**config.mk**
```make
export PLATFORM = sky130hd
export DESIGN_NAME = fus_status_flags
export DESIGN_NICKNAME = d
export VERILOG_FILES = /design/src/rtl/fus_pkg.sv /design/src/rtl/fus_status_flags.sv
export SDC_FILE = /design/constraint.sdc
export NUM_CORES = 1
export LEC_CHECK = 0
export ABC_CLOCK_PERIOD_IN_PS = 4200
export BUFFER_PORTS_ARGS = -buffer_cell sky130_fd_sc_hd__buf_4
export CORE_ASPECT_RATIO = 0.5
export CORE_UTILIZATION = 54
export DETAILED_ROUTE_END_ITERATION = 8
export PLACE_DENSITY = 0.78
export SKIP_CTS_REPAIR_TIMING = 1
export SLEW_MARGIN = 25
export SYNTH_ARGS = -nofsm -noshare
export SYNTH_HDL_FRONTEND = slang
export SYNTH_SLANG_ARGS = --single-unit
```
**constraint.sdc**
```tcl
create_clock -name mclk -period 4.2 [get_ports mclk]
set_input_delay 0.84 -clock mclk [delete_from_list [all_inputs] [get_ports mclk]]
set_output_delay 0.84 -clock mclk [all_outputs]
set_load 0.05 [all_outputs]
```
**src/rtl/fus_pkg.sv**
```systemverilog
// constants shared by the fifo uart status-flag block
// assumes one 25 MHz clock and an AXI4-Lite master with 32-bit data
package fus_pkg;
    // register byte addresses on the AXI4-Lite port
    localparam logic [7:0] ADDR_STATUS = 8'h00;
    localparam logic [7:0] ADDR_FIFO_CTRL = 8'h04;
    localparam logic [7:0] ADDR_SER_CTRL = 8'h08;
    localparam logic [7:0] ADDR_TX_DATA = 8'h0c;
    localparam logic [7:0] ADDR_RX_DATA = 8'h10;
    localparam logic [7:0] ADDR_FIFO_COUNT = 8'h14;

    // serial_status lower-byte flag positions
    localparam int BIT_RX_FAULT = 7;
    localparam int BIT_TX_DONE = 6;
    localparam int BIT_TX_LOW = 5;
    localparam int BIT_BREAK = 4;
    localparam int BIT_STOP_FAULT = 3;
    localparam int BIT_PAR_FAULT = 2;
    localparam int BIT_RX_FULL = 1;
    localparam int BIT_RX_IDLE = 0;

    // reset values and the mask of write-0-to-clear flags
    localparam logic [15:0] STATUS_RST = 16'h0060;
    localparam logic [7:0] CLEARABLE = 8'hf3;
    localparam logic [7:0] FIFO_CTRL_RST = 8'h00;
    localparam logic [7:0] SER_CTRL_RST = 8'h00;

    // serial_control and fifo_control field positions
    localparam int SCTRL_TX_ENABLE = 5;
    localparam int SCTRL_RX_ENABLE = 4;
    localparam int FCTRL_TX_SEL_LO = 4;
    localparam int FCTRL_RX_SEL_LO = 6;

    // trigger thresholds by selection code 0..3
    localparam logic [4:0] TX_TRIG0 = 5'h08;
    localparam logic [4:0] TX_TRIG1 = 5'h04;
    localparam logic [4:0] TX_TRIG2 = 5'h02;
    localparam logic [4:0] TX_TRIG3 = 5'h01;
    localparam logic [4:0] RX_TRIG0 = 5'h01;
    localparam logic [4:0] RX_TRIG1 = 5'h04;
    localparam logic [4:0] RX_TRIG2 = 5'h08;
    localparam logic [4:0] RX_TRIG3 = 5'h0e;

    // fifo depth in entries
    localparam logic [4:0] FIFO_DEPTH = 5'h10;
    // idle time after the last stop bit, in etu
    localparam logic [3:0] IDLE_ETU = 4'hf;

    // AXI responses
    localparam logic [1:0] RESP_OKAY = 2'h0;
    localparam logic [1:0] RESP_SLVERR = 2'h2;
endpackage

```
**src/rtl/fus_status_flags.sv**
```systemverilog
// status-flag logic of a fifo uart: serial_status, both fifos, thresholds
// assumes the shifters and baud generator sit beside it on mclk; only
// the raw receive line arrives asynchronously
//
// The AXI4-Lite slave port and the register addresses were chosen for this implementation.
`timescale 1ns/100ps

// What this block does
// RL1: 16-bit status: error count high, flags low
// RL2: writing 1 ignored; 0 clears after read-1
// RL3: stop and parity fault bits read-only
// RL4: status loads 0060 at reset and standby
// RL5: flag positions fixed from bit 7 down
// RL6: zero first stop bit sets receive fault
// RL7: parity mismatch sets receive fault
// RL8: receiver disable leaves receive fault alone
// RL9: faulty characters still enter receive fifo
// RL10: only first stop bit is checked
// RL11: writing transmit data clears transmit done
// RL12: reset, standby, transmitter disable set done
// RL13: done when last bit out, fifo empty
// RL14: low flag sets when pop drops below trigger
// RL15: low flag clears above trigger or read-write
// RL16: low flag forced to 1 by reset/standby
// RL17: 16-byte transmit fifo, writes when full dropped
// RL18: transmit count readable in upper count byte
// RL19: break on line sets break flag
// RL20: stop fault follows character being read
// RL21: parity fault follows character being read
// RL22: full flag tracks receive trigger threshold
// RL23: idle flag after 15 etu below trigger
// RL24: thresholds come from fifo_control selection fields
module fus_status_flags (
    // clock and reset
    input wire logic mclk,
    input wire logic rst,
    // power states
    input wire logic standby,
    input wire logic moduleStandby,
    // AXI4-Lite write address and data
    input wire logic awvalid,
    output logic awready,
    input wire logic [7:0] awaddr,
    input wire logic wvalid,
    output logic wready,
    input wire logic [31:0] wdata,
    input wire logic [3:0] wstrb,
    // AXI4-Lite write response
    output logic bvalid,
    input wire logic bready,
    output logic [1:0] bresp,
    // AXI4-Lite read
    input wire logic arvalid,
    output logic arready,
    input wire logic [7:0] araddr,
    output logic rvalid,
    input wire logic rready,
    output logic [31:0] rdata,
    output logic [1:0] rresp,
    // receive shifter side
    input wire logic rxLinePin,
    input wire logic etuTick,
    input wire logic rxCharDone,
    input wire logic [7:0] rxData,
    input wire logic rxParityBit,
    input wire logic rxFirstStop,
    input wire logic parityEnable,
    input wire logic parityOdd,
    // transmit shifter side
    input wire logic txShiftLoad,
    input wire logic txLastBitOut,
    output logic [7:0] txHeadData,
    output logic txDataValid,
    // control and status views
    output logic txEnable,
    output logic rxEnable,
    output logic [15:0] statusView
);
    typedef struct packed {
        logic [7:0] flags;
        logic [7:0] armed;
        logic [7:0] errCount;
        logic [7:0] fctrl;
        logic [7:0] sctrl;
        logic [15:0][7:0] txMem;
        logic [3:0] txRd;
        logic [3:0] txWr;
        logic [4:0] txCnt;
        logic [15:0][9:0] rxMem;
        logic [3:0] rxRd;
        logic [3:0] rxWr;
        logic [4:0] rxCnt;
        logic breakHold;
        logic idleRun;
        logic [3:0] idleCnt;
        logic lineMeta;
        logic lineSafe;
        logic awHeld;
        logic [7:0] awAddr;
        logic wHeld;
        logic [31:0] wData;
        logic [3:0] wStrb;
        logic bValid;
        logic [1:0] bResp;
        logic rValid;
        logic [31:0] rData;
        logic [1:0] rResp;
    } fus_state_s;

    fus_state_s s_reg;
    fus_state_s s_next;

    logic doWr;
    logic doRd;
    logic stWr;
    logic txPush;
    logic txPop;
    logic rxPush;
    logic rxPop;
    logic frameErr;
    logic parErr;
    logic [9:0] rxHead;
    logic [4:0] txCntNew;
    logic [4:0] rxCntNew;
    logic [4:0] txTrig;
    logic [4:0] rxTrig;
    logic [31:0] rdWord;
    logic [1:0] rdResp;
    logic [1:0] wrResp;

    // AXI handshakes: a held address or data blocks until the response leaves
    assign awready = !s_reg.awHeld && !s_reg.bValid;
    assign wready = !s_reg.wHeld && !s_reg.bValid;
    assign arready = !s_reg.rValid;
    assign bvalid = s_reg.bValid;
    assign bresp = s_reg.bResp;
    assign rvalid = s_reg.rValid;
    assign rdata = s_reg.rData;
    assign rresp = s_reg.rResp;

    // head is a plain mux of the array; the shifter takes it on its load edge
    assign txHeadData = s_reg.txMem[s_reg.txRd];
    assign txDataValid = s_reg.txCnt != 5'h00;
    assign txEnable = s_reg.sctrl[fus_pkg::SCTRL_TX_ENABLE];
    assign rxEnable = s_reg.sctrl[fus_pkg::SCTRL_RX_ENABLE];
    assign statusView = {s_reg.errCount, s_reg.flags}; // RL1

    // thresholds from fifo_control
    always_comb begin
        unique case (s_reg.fctrl[fus_pkg::FCTRL_TX_SEL_LO +: 2]) // RL24
            2'h0: txTrig = fus_pkg::TX_TRIG0;
            2'h1: txTrig = fus_pkg::TX_TRIG1;
            2'h2: txTrig = fus_pkg::TX_TRIG2;
            2'h3: txTrig = fus_pkg::TX_TRIG3;
        endcase
        unique case (s_reg.fctrl[fus_pkg::FCTRL_RX_SEL_LO +: 2]) // RL24
            2'h0: rxTrig = fus_pkg::RX_TRIG0;
            2'h1: rxTrig = fus_pkg::RX_TRIG1;
            2'h2: rxTrig = fus_pkg::RX_TRIG2;
            2'h3: rxTrig = fus_pkg::RX_TRIG3;
        endcase
    end

    // read mux; unmapped addresses answer SLVERR with zero data
    always_comb begin
        rdWord = 32'h0000_0000;
        rdResp = fus_pkg::RESP_OKAY;
        case (araddr)
            fus_pkg::ADDR_STATUS: rdWord = {16'h0000, s_reg.errCount, s_reg.flags};
            fus_pkg::ADDR_FIFO_CTRL: rdWord = {24'h00_0000, s_reg.fctrl};
            fus_pkg::ADDR_SER_CTRL: rdWord = {24'h00_0000, s_reg.sctrl};
            fus_pkg::ADDR_TX_DATA: rdWord = 32'h0000_0000;
            fus_pkg::ADDR_RX_DATA: rdWord = {24'h00_0000, rxHead[7:0]};
            fus_pkg::ADDR_FIFO_COUNT:
                rdWord = {16'h0000, 3'h0, s_reg.txCnt, 3'h0, s_reg.rxCnt}; // RL18
            default: rdResp = fus_pkg::RESP_SLVERR;
        endcase
    end

    always_comb begin
        case (s_reg.awAddr)
            fus_pkg::ADDR_STATUS, fus_pkg::ADDR_FIFO_CTRL, fus_pkg::ADDR_SER_CTRL,
            fus_pkg::ADDR_TX_DATA, fus_pkg::ADDR_RX_DATA, fus_pkg::ADDR_FIFO_COUNT:
                wrResp = fus_pkg::RESP_OKAY;
            default: wrResp = fus_pkg::RESP_SLVERR;
        endcase
    end

    // event decode
    assign doWr = s_reg.awHeld && s_reg.wHeld && !s_reg.bValid;
    // arready is the only gate, so the read address is used live, not latched
    assign doRd = arvalid && !s_reg.rValid;
    // byte lane 0 only: the error count in the upper byte is never writable
    assign stWr = doWr && s_reg.awAddr == fus_pkg::ADDR_STATUS && s_reg.wStrb[0];
    // a full fifo silently drops the written byte
    assign txPush = doWr && s_reg.awAddr == fus_pkg::ADDR_TX_DATA && s_reg.wStrb[0]
        && s_reg.txCnt != fus_pkg::FIFO_DEPTH; // RL17
    assign txPop = txShiftLoad && s_reg.txCnt != 5'h00;
    assign frameErr = !rxFirstStop; // RL6 RL10
    assign parErr = parityEnable && ((^{rxData, rxParityBit}) != parityOdd); // RL7
    // frames after a break are held back until the line returns to mark
    assign rxPush = rxCharDone && rxEnable && !s_reg.breakHold
        && s_reg.rxCnt != fus_pkg::FIFO_DEPTH; // RL9
    assign rxHead = s_reg.rxMem[s_reg.rxRd];
    // reading an empty fifo returns the stale head and pops nothing
    assign rxPop = doRd && araddr == fus_pkg::ADDR_RX_DATA && s_reg.rxCnt != 5'h00;
    assign txCntNew = s_reg.txCnt + {4'h0, txPush} - {4'h0, txPop};
    assign rxCntNew = s_reg.rxCnt + {4'h0, rxPush} - {4'h0, rxPop};

    always_comb begin
        s_next = s_reg;
        // receive line synchroniser
        s_next.lineMeta = rxLinePin;
        s_next.lineSafe = s_reg.lineMeta;

        // AXI write channels, taken in either order
        if (awvalid && awready) begin
            s_next.awHeld = 1'b1;
            s_next.awAddr = awaddr;
        end
        if (wvalid && wready) begin
            s_next.wHeld = 1'b1;
            s_next.wData = wdata;
            s_next.wStrb = wstrb;
        end
        if (doWr) begin
            s_next.awHeld = 1'b0;
            s_next.wHeld = 1'b0;
            s_next.bValid = 1'b1;
            s_next.bResp = wrResp;
        end
        if (s_reg.bValid && bready) begin
            s_next.bValid = 1'b0;
        end
        if (s_reg.rValid && rready) begin
            s_next.rValid = 1'b0;
        end
        if (doRd) begin
            s_next.rValid = 1'b1;
            s_next.rData = rdWord;
            s_next.rResp = rdResp;
        end

        // control register writes
        if (doWr && s_reg.wStrb[0] && s_reg.awAddr == fus_pkg::ADDR_FIFO_CTRL) begin
            s_next.fctrl = s_reg.wData[7:0];
        end
        if (doWr && s_reg.wStrb[0] && s_reg.awAddr == fus_pkg::ADDR_SER_CTRL) begin
            s_next.sctrl = s_reg.wData[7:0];
        end

        // software clear: only a 0 onto a flag seen as 1 counts, 1s do nothing
        if (stWr) begin
            s_next.flags = s_reg.flags & ~(fus_pkg::CLEARABLE & s_reg.armed
                & ~s_reg.wData[7:0]); // RL2 RL3
            s_next.armed = 8'h00;
        end
        if (doRd && araddr == fus_pkg::ADDR_STATUS) begin
            s_next.armed = s_next.armed | (s_reg.flags & fus_pkg::CLEARABLE); // RL2
        end

        // transmit fifo
        if (txPush) begin
            s_next.txMem[s_reg.txWr] = s_reg.wData[7:0];
            s_next.txWr = s_reg.txWr + 4'h1;
        end
        if (txPop) begin
            s_next.txRd = s_reg.txRd + 4'h1;
        end
        s_next.txCnt = txCntNew;

        // receive fifo holds {stop fault, parity fault, data}
        if (rxPush) begin
            s_next.rxMem[s_reg.rxWr] = {frameErr, parErr, rxData}; // RL9
            s_next.rxWr = s_reg.rxWr + 4'h1;
        end
        if (rxPop) begin
            s_next.rxRd = s_reg.rxRd + 4'h1;
        end
        s_next.rxCnt = rxCntNew;
        s_next.errCount = s_reg.errCount + {7'h00, rxPush && (frameErr || parErr)}
            - {7'h00, rxPop && (rxHead[9] || rxHead[8])}; // RL1

        // hardware clears come first, sets last so a set wins over any clear
        if (txPush) begin
            s_next.flags[fus_pkg::BIT_TX_DONE] = 1'b0; // RL11
        end
        if (txPush && txCntNew > txTrig) begin
            s_next.flags[fus_pkg::BIT_TX_LOW] = 1'b0; // RL15
        end
        if (rxPop && rxCntNew < rxTrig) begin
            s_next.flags[fus_pkg::BIT_RX_FULL] = 1'b0; // RL22
        end
        if (rxPop) begin
            s_next.flags[fus_pkg::BIT_STOP_FAULT] = rxHead[9]; // RL20
            s_next.flags[fus_pkg::BIT_PAR_FAULT] = rxHead[8]; // RL21
        end
        // only the 1-to-0 step of the enable sets done; it is not held while off
        if (txEnable && !s_next.sctrl[fus_pkg::SCTRL_TX_ENABLE]) begin
            s_next.flags[fus_pkg::BIT_TX_DONE] = 1'b1; // RL12
        end
        if (txLastBitOut && txCntNew == 5'h00) begin
            s_next.flags[fus_pkg::BIT_TX_DONE] = 1'b1; // RL13
        end
        if (txPop && txCntNew < txTrig) begin
            s_next.flags[fus_pkg::BIT_TX_LOW] = 1'b1; // RL14
        end
        // receiver disable has no path into the fault flag
        // a full fifo drops the character but the fault still registers
        if (rxCharDone && rxEnable && (frameErr || parErr)) begin
            s_next.flags[fus_pkg::BIT_RX_FAULT] = 1'b1; // RL6 RL7 RL8
        end
        if (rxPush && rxCntNew > rxTrig) begin
            s_next.flags[fus_pkg::BIT_RX_FULL] = 1'b1; // RL22
        end

        // break: all-space frame with framing fault while the line is low
        if (rxCharDone && rxEnable && frameErr && rxData == 8'h00 && !s_reg.lineSafe) begin
            s_next.flags[fus_pkg::BIT_BREAK] = 1'b1; // RL19
            s_next.breakHold = 1'b1;
        end else if (s_reg.lineSafe) begin
            s_next.breakHold = 1'b0;
        end

        // idle timer counts etu from the last stop bit
        if (rxCharDone && rxEnable) begin
            s_next.idleRun = 1'b1;
            s_next.idleCnt = 4'h0;
        end else if (s_reg.idleRun && etuTick) begin
            s_next.idleCnt = s_reg.idleCnt + 4'h1;
            if (s_reg.idleCnt + 4'h1 == fus_pkg::IDLE_ETU) begin
                s_next.idleRun = 1'b0;
                // at the trigger neither flag sets; above it is the full flag's business
                if (rxCntNew != 5'h00 && rxCntNew < rxTrig) begin
                    s_next.flags[fus_pkg::BIT_RX_IDLE] = 1'b1; // RL23
                end
            end
        end

        // a flag that is 0 after this edge loses its arming, so a later
        // hardware set is not wiped by a clear aimed at the old event
        s_next.armed = s_next.armed & s_next.flags; // RL2

        // standby reinitialises the serial side but keeps the bus alive
        // fifo_control survives so thresholds need not be rewritten after wake-up
        if (standby || moduleStandby) begin
            s_next.flags = fus_pkg::STATUS_RST[7:0]; // RL4 RL12 RL16
            s_next.errCount = fus_pkg::STATUS_RST[15:8];
            s_next.armed = 8'h00;
            s_next.sctrl = fus_pkg::SER_CTRL_RST;
            s_next.txRd = 4'h0;
            s_next.txWr = 4'h0;
            s_next.txCnt = 5'h00;
            s_next.rxRd = 4'h0;
            s_next.rxWr = 4'h0;
            s_next.rxCnt = 5'h00;
            s_next.breakHold = 1'b0;
            s_next.idleRun = 1'b0;
        end

        // synchronous reset: constants only
        if (rst) begin
            s_next = '0;
            s_next.flags = fus_pkg::STATUS_RST[7:0]; // RL4 RL5 RL16
            s_next.errCount = fus_pkg::STATUS_RST[15:8];
            s_next.fctrl = fus_pkg::FIFO_CTRL_RST;
            s_next.sctrl = fus_pkg::SER_CTRL_RST;
            s_next.lineMeta = 1'b1;
            s_next.lineSafe = 1'b1;
        end
    end

    always_ff @(posedge mclk) begin
        s_reg <= s_next;
    end
endmodule

```
==> Word level (Yosys, flattened, before mapping) <==
Index checks and enable logic that the tools add are counted.
{ "word_totals": {"ff_bits": 419, "wordCells": 218} }
{ "classes": {"add_sub_neg": 11, "n_lt_le_gt_ge": 10, "eq_ne": 20, "muxes": 39, "bitwise_logic": 6, "n_reduce_logical": 73} }
{ "ops": {"columns": ["op", "count"], "rows": [
  ["$bwmux W160", 1],
  ["$bwmux W128", 1],
  ["$pmux W16 S5", 1],
  ["$logic_and A1 B1 Y1", 41],
  ["$bmux W10 S4", 1],
  ["$demux W10 S4", 1],
  ["$pmux W5 S4", 2],
  ["$mux W35", 1],
  ["$bmux W8 S4", 1],
  ["$demux W8 S4", 1],
  ["$eq A8 B4 Y1 const B", 4],
  ["$eq A8 B5 Y1 const B", 4],
  ["$and A8 B8 Y8", 3],
  ["$logic_not A8 Y1", 3],
  ["$mux W8", 3],
  ["$add A4 B1 Y4 const B", 5],
  ["$lt A4 B5 Y1 const B", 4],
  ["$mux W10", 2],
  ["$mux W1", 17],
  ["$eq A8 B3 Y1 const B", 2],
  ["$mux W16", 1],
  ["$not A8 Y8", 2],
  ["$reduce_bool A5 Y1", 3],
  ["$reduce_or A6 Y1", 2],
  ["other kinds (24)", 53]
]} }

==> Depth between registers and ports, before layout <==
{ "depth": {"word_depth": 12, "mapped_depth": 19, "ltp_nobuf": 18} }

==> Least setup slack after synthesis <==
No wires, ideal clock.
{ "synth_timing": {"kind": "input -> register", "start": "input araddr[1]", "end": "register s_reg[430] in the netlist's numbering", "setup_ns": 0.086, "arrival_time_ns": 4.480, "setup_slack_ns": -0.366, "stages": 16, "n_path_buf": 1, "path_cell_list": "or3_1 -> or3_1 -> a311oi_1 -> buf_2 -> ha_1 -> inv_1 -> ha_1 -> inv_1 -> fa_1 -> xnor2_1 -> ha_1 -> a21o_1 -> a221oi_1 -> nand2_1 -> a311o_1 -> a211oi_1"} }
{ "synth_between": {"elab_chain_cells": 11, "word_cells_on_any_way": 15} }
{ "synth_lines": {"columns": ["element", "line_no", "text"], "rows": [
  ["from (decl)", "fus_status_flags.sv:55", "input wire logic [7:0] araddr,"],
  ["$eq A8 B5 Y1 *", "fus_status_flags.sv:206", "assign rxPop = doRd && araddr == fus_pkg::ADDR_RX_DATA && s_reg.rxCnt != 5'h00;"],
  ["$logic_and A1 B1 Y1 * (2 in a row)", "fus_status_flags.sv:206", null],
  ["named net rxPop", "fus_status_flags.sv:119", "logic rxPop;"],
  ["$sub A5 B1 Y5 *", "fus_status_flags.sv:208", "assign rxCntNew = s_reg.rxCnt + {4'h0, rxPush} - {4'h0, rxPop};"],
  ["named net rxCntNew[2]", "fus_status_flags.sv:124", "logic [4:0] rxCntNew;"],
  ["$lt A5 B5 Y1 / $reduce_bool A5 Y1 (equally long branches)", "fus_status_flags.sv:334", "if (rxCntNew != 5'h00 && rxCntNew < rxTrig) begin"],
  ["$logic_and A1 B1 Y1 *", "fus_status_flags.sv:334", null],
  ["$mux W1 *", "fus_status_flags.sv:334", null],
  ["$mux W1 *", "fus_status_flags.sv:331", "if (s_reg.idleCnt + 4'h1 == fus_pkg::IDLE_ETU) begin"],
  ["$mux W1 *", "fus_status_flags.sv:329", "end else if (s_reg.idleRun && etuTick) begin"],
  ["$mux W1 *", "fus_status_flags.sv:326", "if (rxCharDone && rxEnable) begin"],
  ["$and A8 B8 Y8 *", "fus_status_flags.sv:342", "s_next.armed = s_next.armed & s_next.flags;"],
  ["to (signal assigned)", "fus_status_flags.sv:374", "s_reg <= s_next;"],
  ["to (decl)", "fus_status_flags.sv:110", "fus_state_s s_reg;"]
]} }
The timed path passes the listed nets; every way through them passes the cells marked *.
A chain may end at the register's enable or synchronous reset.

==> Worst setup path after layout <==
{ "layout_timing": {"start": "input araddr[1]", "end": "register s_reg[430] in the netlist's numbering"} }
{ "layout_between": {"elab_chain_cells": 11, "word_cells_on_any_way": 15} }
{ "layout_lines": {"columns": ["element", "line_no"], "rows": [
  ["$eq A8 B5 Y1 *", "fus_status_flags.sv:206"],
  ["$logic_and A1 B1 Y1 * (2 in a row)", "fus_status_flags.sv:206"],
  ["$sub A5 B1 Y5 *", "fus_status_flags.sv:208"],
  ["named net rxCntNew[2]", "fus_status_flags.sv:124"],
  ["$lt A5 B5 Y1 / $reduce_bool A5 Y1 (equally long branches)", "fus_status_flags.sv:334"],
  ["$logic_and A1 B1 Y1 *", "fus_status_flags.sv:334"],
  ["$mux W1 *", "fus_status_flags.sv:334"],
  ["$mux W1 *", "fus_status_flags.sv:331"],
  ["$mux W1 *", "fus_status_flags.sv:329"],
  ["$mux W1 *", "fus_status_flags.sv:326"],
  ["$and A8 B8 Y8 *", "fus_status_flags.sv:342"]
]} }
Marked as above.

==> impl_metrics.ini <==
[pwr]
irDropWorstVdd_v = 0.000240
leakagePower_nw = 8.44
p_total_mw = 7.57
pwr_density_cell_mw_per_mm2 = 366

[sta]
setup_viol = 0
fin_crit_ns = 4.01
max_freq_mhz = 249
finalMaxSlewViolations = 0
hold_viol_final = 0
fin_crit_sh_pct = 95.4
tightest_slew_ns = 0.975
rsz0062_at_grt = false
maxSlewHeadroom_pct = 35.0
fin_skew_ns = 0.0221
setup_ws_ns = 0.191

[detailed_routing]
dr.pass1.iters = 5
drc = 0
ant_nets = 0
wirelength_um = 43700
drt_iter0_drc = 1245
viasPerCell = 5.69
wire_per_inst_um = 18.0
route.vias.total = 13800

[layout]
largest_reg_flops = 361
areaGrowthSynthToFinish_pct = 11.3
nets = 2087
seqCellArea_mm2 = 0.00799
multi_input_area_mm2 = 0.00960
diodes = 0
drive_gt1_share_pct = 17.2
n_fill_cell = 2718

[setup_path]
crit_path_end_kind = register
startpoint_type = primary input
critPathSlowestCell = or3_4
r2r-start = s_reg[101]
r2r-end = statusView[14]
worstPathRequired_ns = 4.64
slowest_delay_ns = 0.38
r2r_slack_ns = 0.24
worst_ep_arrival_time_ns = 4.45
path_max_fanout = 3
path_cells = buf_4 > or3_4 > or3_4 > a311oi_2 > ha_4 > inv_2 > ha_4 > inv_2 > fa_2 > xnor2_2 > ha_1 > a21o_1 > a221oi_2 > nand2_1 > a311o_1 > a211oi_1
critical_path_class = in2reg
critical_path.startpoint = araddr[1]
rr_worst_depth = 16

[clock_tree]
cts_buffers = 37
clock_sinks = 399
cts_max_level = 2
cts.clk_slew.worst_paths_ns = 0.06
cts_tree = done
cts_root_buf = clkbuf_16
clk_path_buf_depth = 3
insertion_delay_ns = 0.55

[synth]
synth_seq_cells = 399
yosysSeqAreaShare_pct = 42.9
syn_inst = 1959
netlist_area_mm2 = 0.0186
yosysWarningCount = 0
synthFlopType = dfxtp_1
synth.avg_cell_area_um2 = 9.50
synth_async_sr_flop_share_pct = 0
yosysTopAreaCellShare_pct = 42.9
yosys.area.top_type = dfxtp_1
synth_edf_count = 0
synth_area_leaders = dfxtp_1 43%, mux2i_1 11%, mux4_2 10%
yosysUniqueCellTypes = 68

[floorplan]
dieArea_mm2 = 0.0353
num_rows = 47
ios = 146
core_mm2 = 0.0335
die_x_um = 265
start_util_pct = 55.6
die_y_um = 133

[global_routing]
grt_usage_pct = 24.7
first_global_vias = 13200
grt_pass1_wl_um = 69900
antenna_found_initial = 0
grt_overflow = 0
grt_max_degree = 167

[placed_design]
io_buffers = 100
hpwl_um = 29100
place_congestion = 0.869
preCtsSetupSlack_ns = -0.339

[status]
outcome = finished clean

[flow_run]
maxCapViolations = 0

[hold_path]
min-delay-start = s_reg[85]
min_path_cells = 1
min_to = s_reg[84]
hold_class = reg2reg
==> metrics by stage <==
stage          cell area [µm²]  setup TNS [ns]  utilization, %  instances  hold WS (ns)
2_1_floorplan            18800          -0.107               -       1976         0.389
3_3_place_gp             19500          -0.622            58.2       2368         0.400
3_5_place_dp             19500          -0.983            58.2       2368         0.397
4_1_cts                  20700               0            61.9       2432         0.415
5_1_grt                  20700               0            61.9       2432         0.432
6_report                 20700               0            61.9       2432         0.411
==> layout by cell type (no fill, tap or decap), types with 5 or more instances in the layout <==
master | netlist | layout
a22oi_1 | 14 | 14
nand2_1 | 298 | 298
a221oi_1 | 6 | 5
a222oi_1 | 5 | 5
dfxtp_1 | 399 | 396
clkbuf_1 | 107 | 9
nor2_1 | 267 | 267
clkbuf_16 | 0 | 38
a211oi_1 | 18 | 18
nor2b_1 | 11 | 11
ha_1 | 40 | 38
nor3_1 | 28 | 28
nand2b_1 | 12 | 12
o21ai_0 | 20 | 20
and2_1 | 8 | 8
clkbuf_8 | 0 | 12
mux2i_1 | 196 | 196
inv_1 | 50 | 48
a21oi_1 | 156 | 155
mux4_2 | 85 | 85
nand4_1 | 11 | 11
conb_1 | 1 | 18
xor2_1 | 17 | 16
nand3_4 | 12 | 12
buf_4 | 52 | 146
xnor2_1 | 17 | 16
nand3_1 | 20 | 20
==> routing by layer <==
metal	up-vias	track usage, %	share of wire, %
li1	6673	-	-
met1	6665	32.0	42
met2	425	41.8	48
met3	86	4.14	5.9
met4	0	8.56	3.2
met5	-	0	0
==> how the worst max path moves through the flow <==
| stage | endpoint | slack (ns) | cells past startpoint |
|---|---|---|---|
| 6_report | s_reg[430] | 0.19 | 16 |
| 5_1_grt | statusView[14] | 0.03 | 16 |
| 4_1_cts | s_reg[430] | 0.21 | 16 |
| 3_5_place_dp | s_reg[430] | -0.34 | 16 |
| 3_3_place_gp | s_reg[430] | -0.27 | 16 |
| 2_1_floorplan | s_reg[430] | -0.11 | 17 |
==> synth_stat cells, types with 2 or more instances <==
cell type,count
nand3_4,12
a21o_1,4
a22oi_1,14
mux2i_1,196
a21oi_1,156
buf_2,20
nor3_2,2
nand3b_1,2
o21a_1,3
dfxtp_1,399
a211oi_1,18
a222oi_1,5
clkbuf_1,107
or2_2,3
mux4_2,85
ha_1,40
or3_1,4
xor2_1,17
nand2b_1,12
and2_1,8
a221oi_1,6
mux2_2,3
nand4_4,3
o21ai_0,20
a21boi_0,2
nand4_1,11
nand3_1,20
buf_1,18
nor4_1,4
xnor2_1,17
nor2_1,267
or3b_2,4
a311oi_1,5
nor2b_1,11
inv_1,50
nor3_1,28
nand2_1,298
nor4b_1,2
fa_1,3
buf_4,52
==> report_power, final <==
part	leakage, nW	internal [mW]	switching, mW
Combinational	4.63	0.104	0.239
Clock	0.598	1.94	1.44
Sequential	3.22	3.80	0.0432
==> critical path: cells and delay by family <==
family / cells / cell delay [ns]
AOI/OAI and AO/OA: 5 / 1.34
xor gates and xnor gates: 1 / 0.16
adders and majority gates: 4 / 1.06
buffers and inverters: 3 / 0.21
and+or+nand+nor: 3 / 0.84
==> cell type report <==
cell class              count  area share, %
clock buffers              59           5.55
clock inverters             5          0.314
inverters                  50          0.906
multi-input cells        1328           46.3
flip-flops and latches    399           38.6
well taps                 441           2.66
repair buffers            150           5.65
==> kinds of logic (layout without fill, tap and decap cells) <==
logic type | after synthesis | in the layout | share of synthesized area [%]
xor+xnor | 35 | 35 | 1.72
simple gates | 703 | 703 | 17.1
other cells | 1 | 18 | 0.0201
compound gates | 245 | 245 | 7.85
flops | 399 | 399 | 42.9
buf+inv | 249 | 264 | 6.33
fa+ha+maj | 43 | 43 | 3.01
mux | 284 | 284 | 21.0
Note: power is estimated with default switching activity, not from simulation.
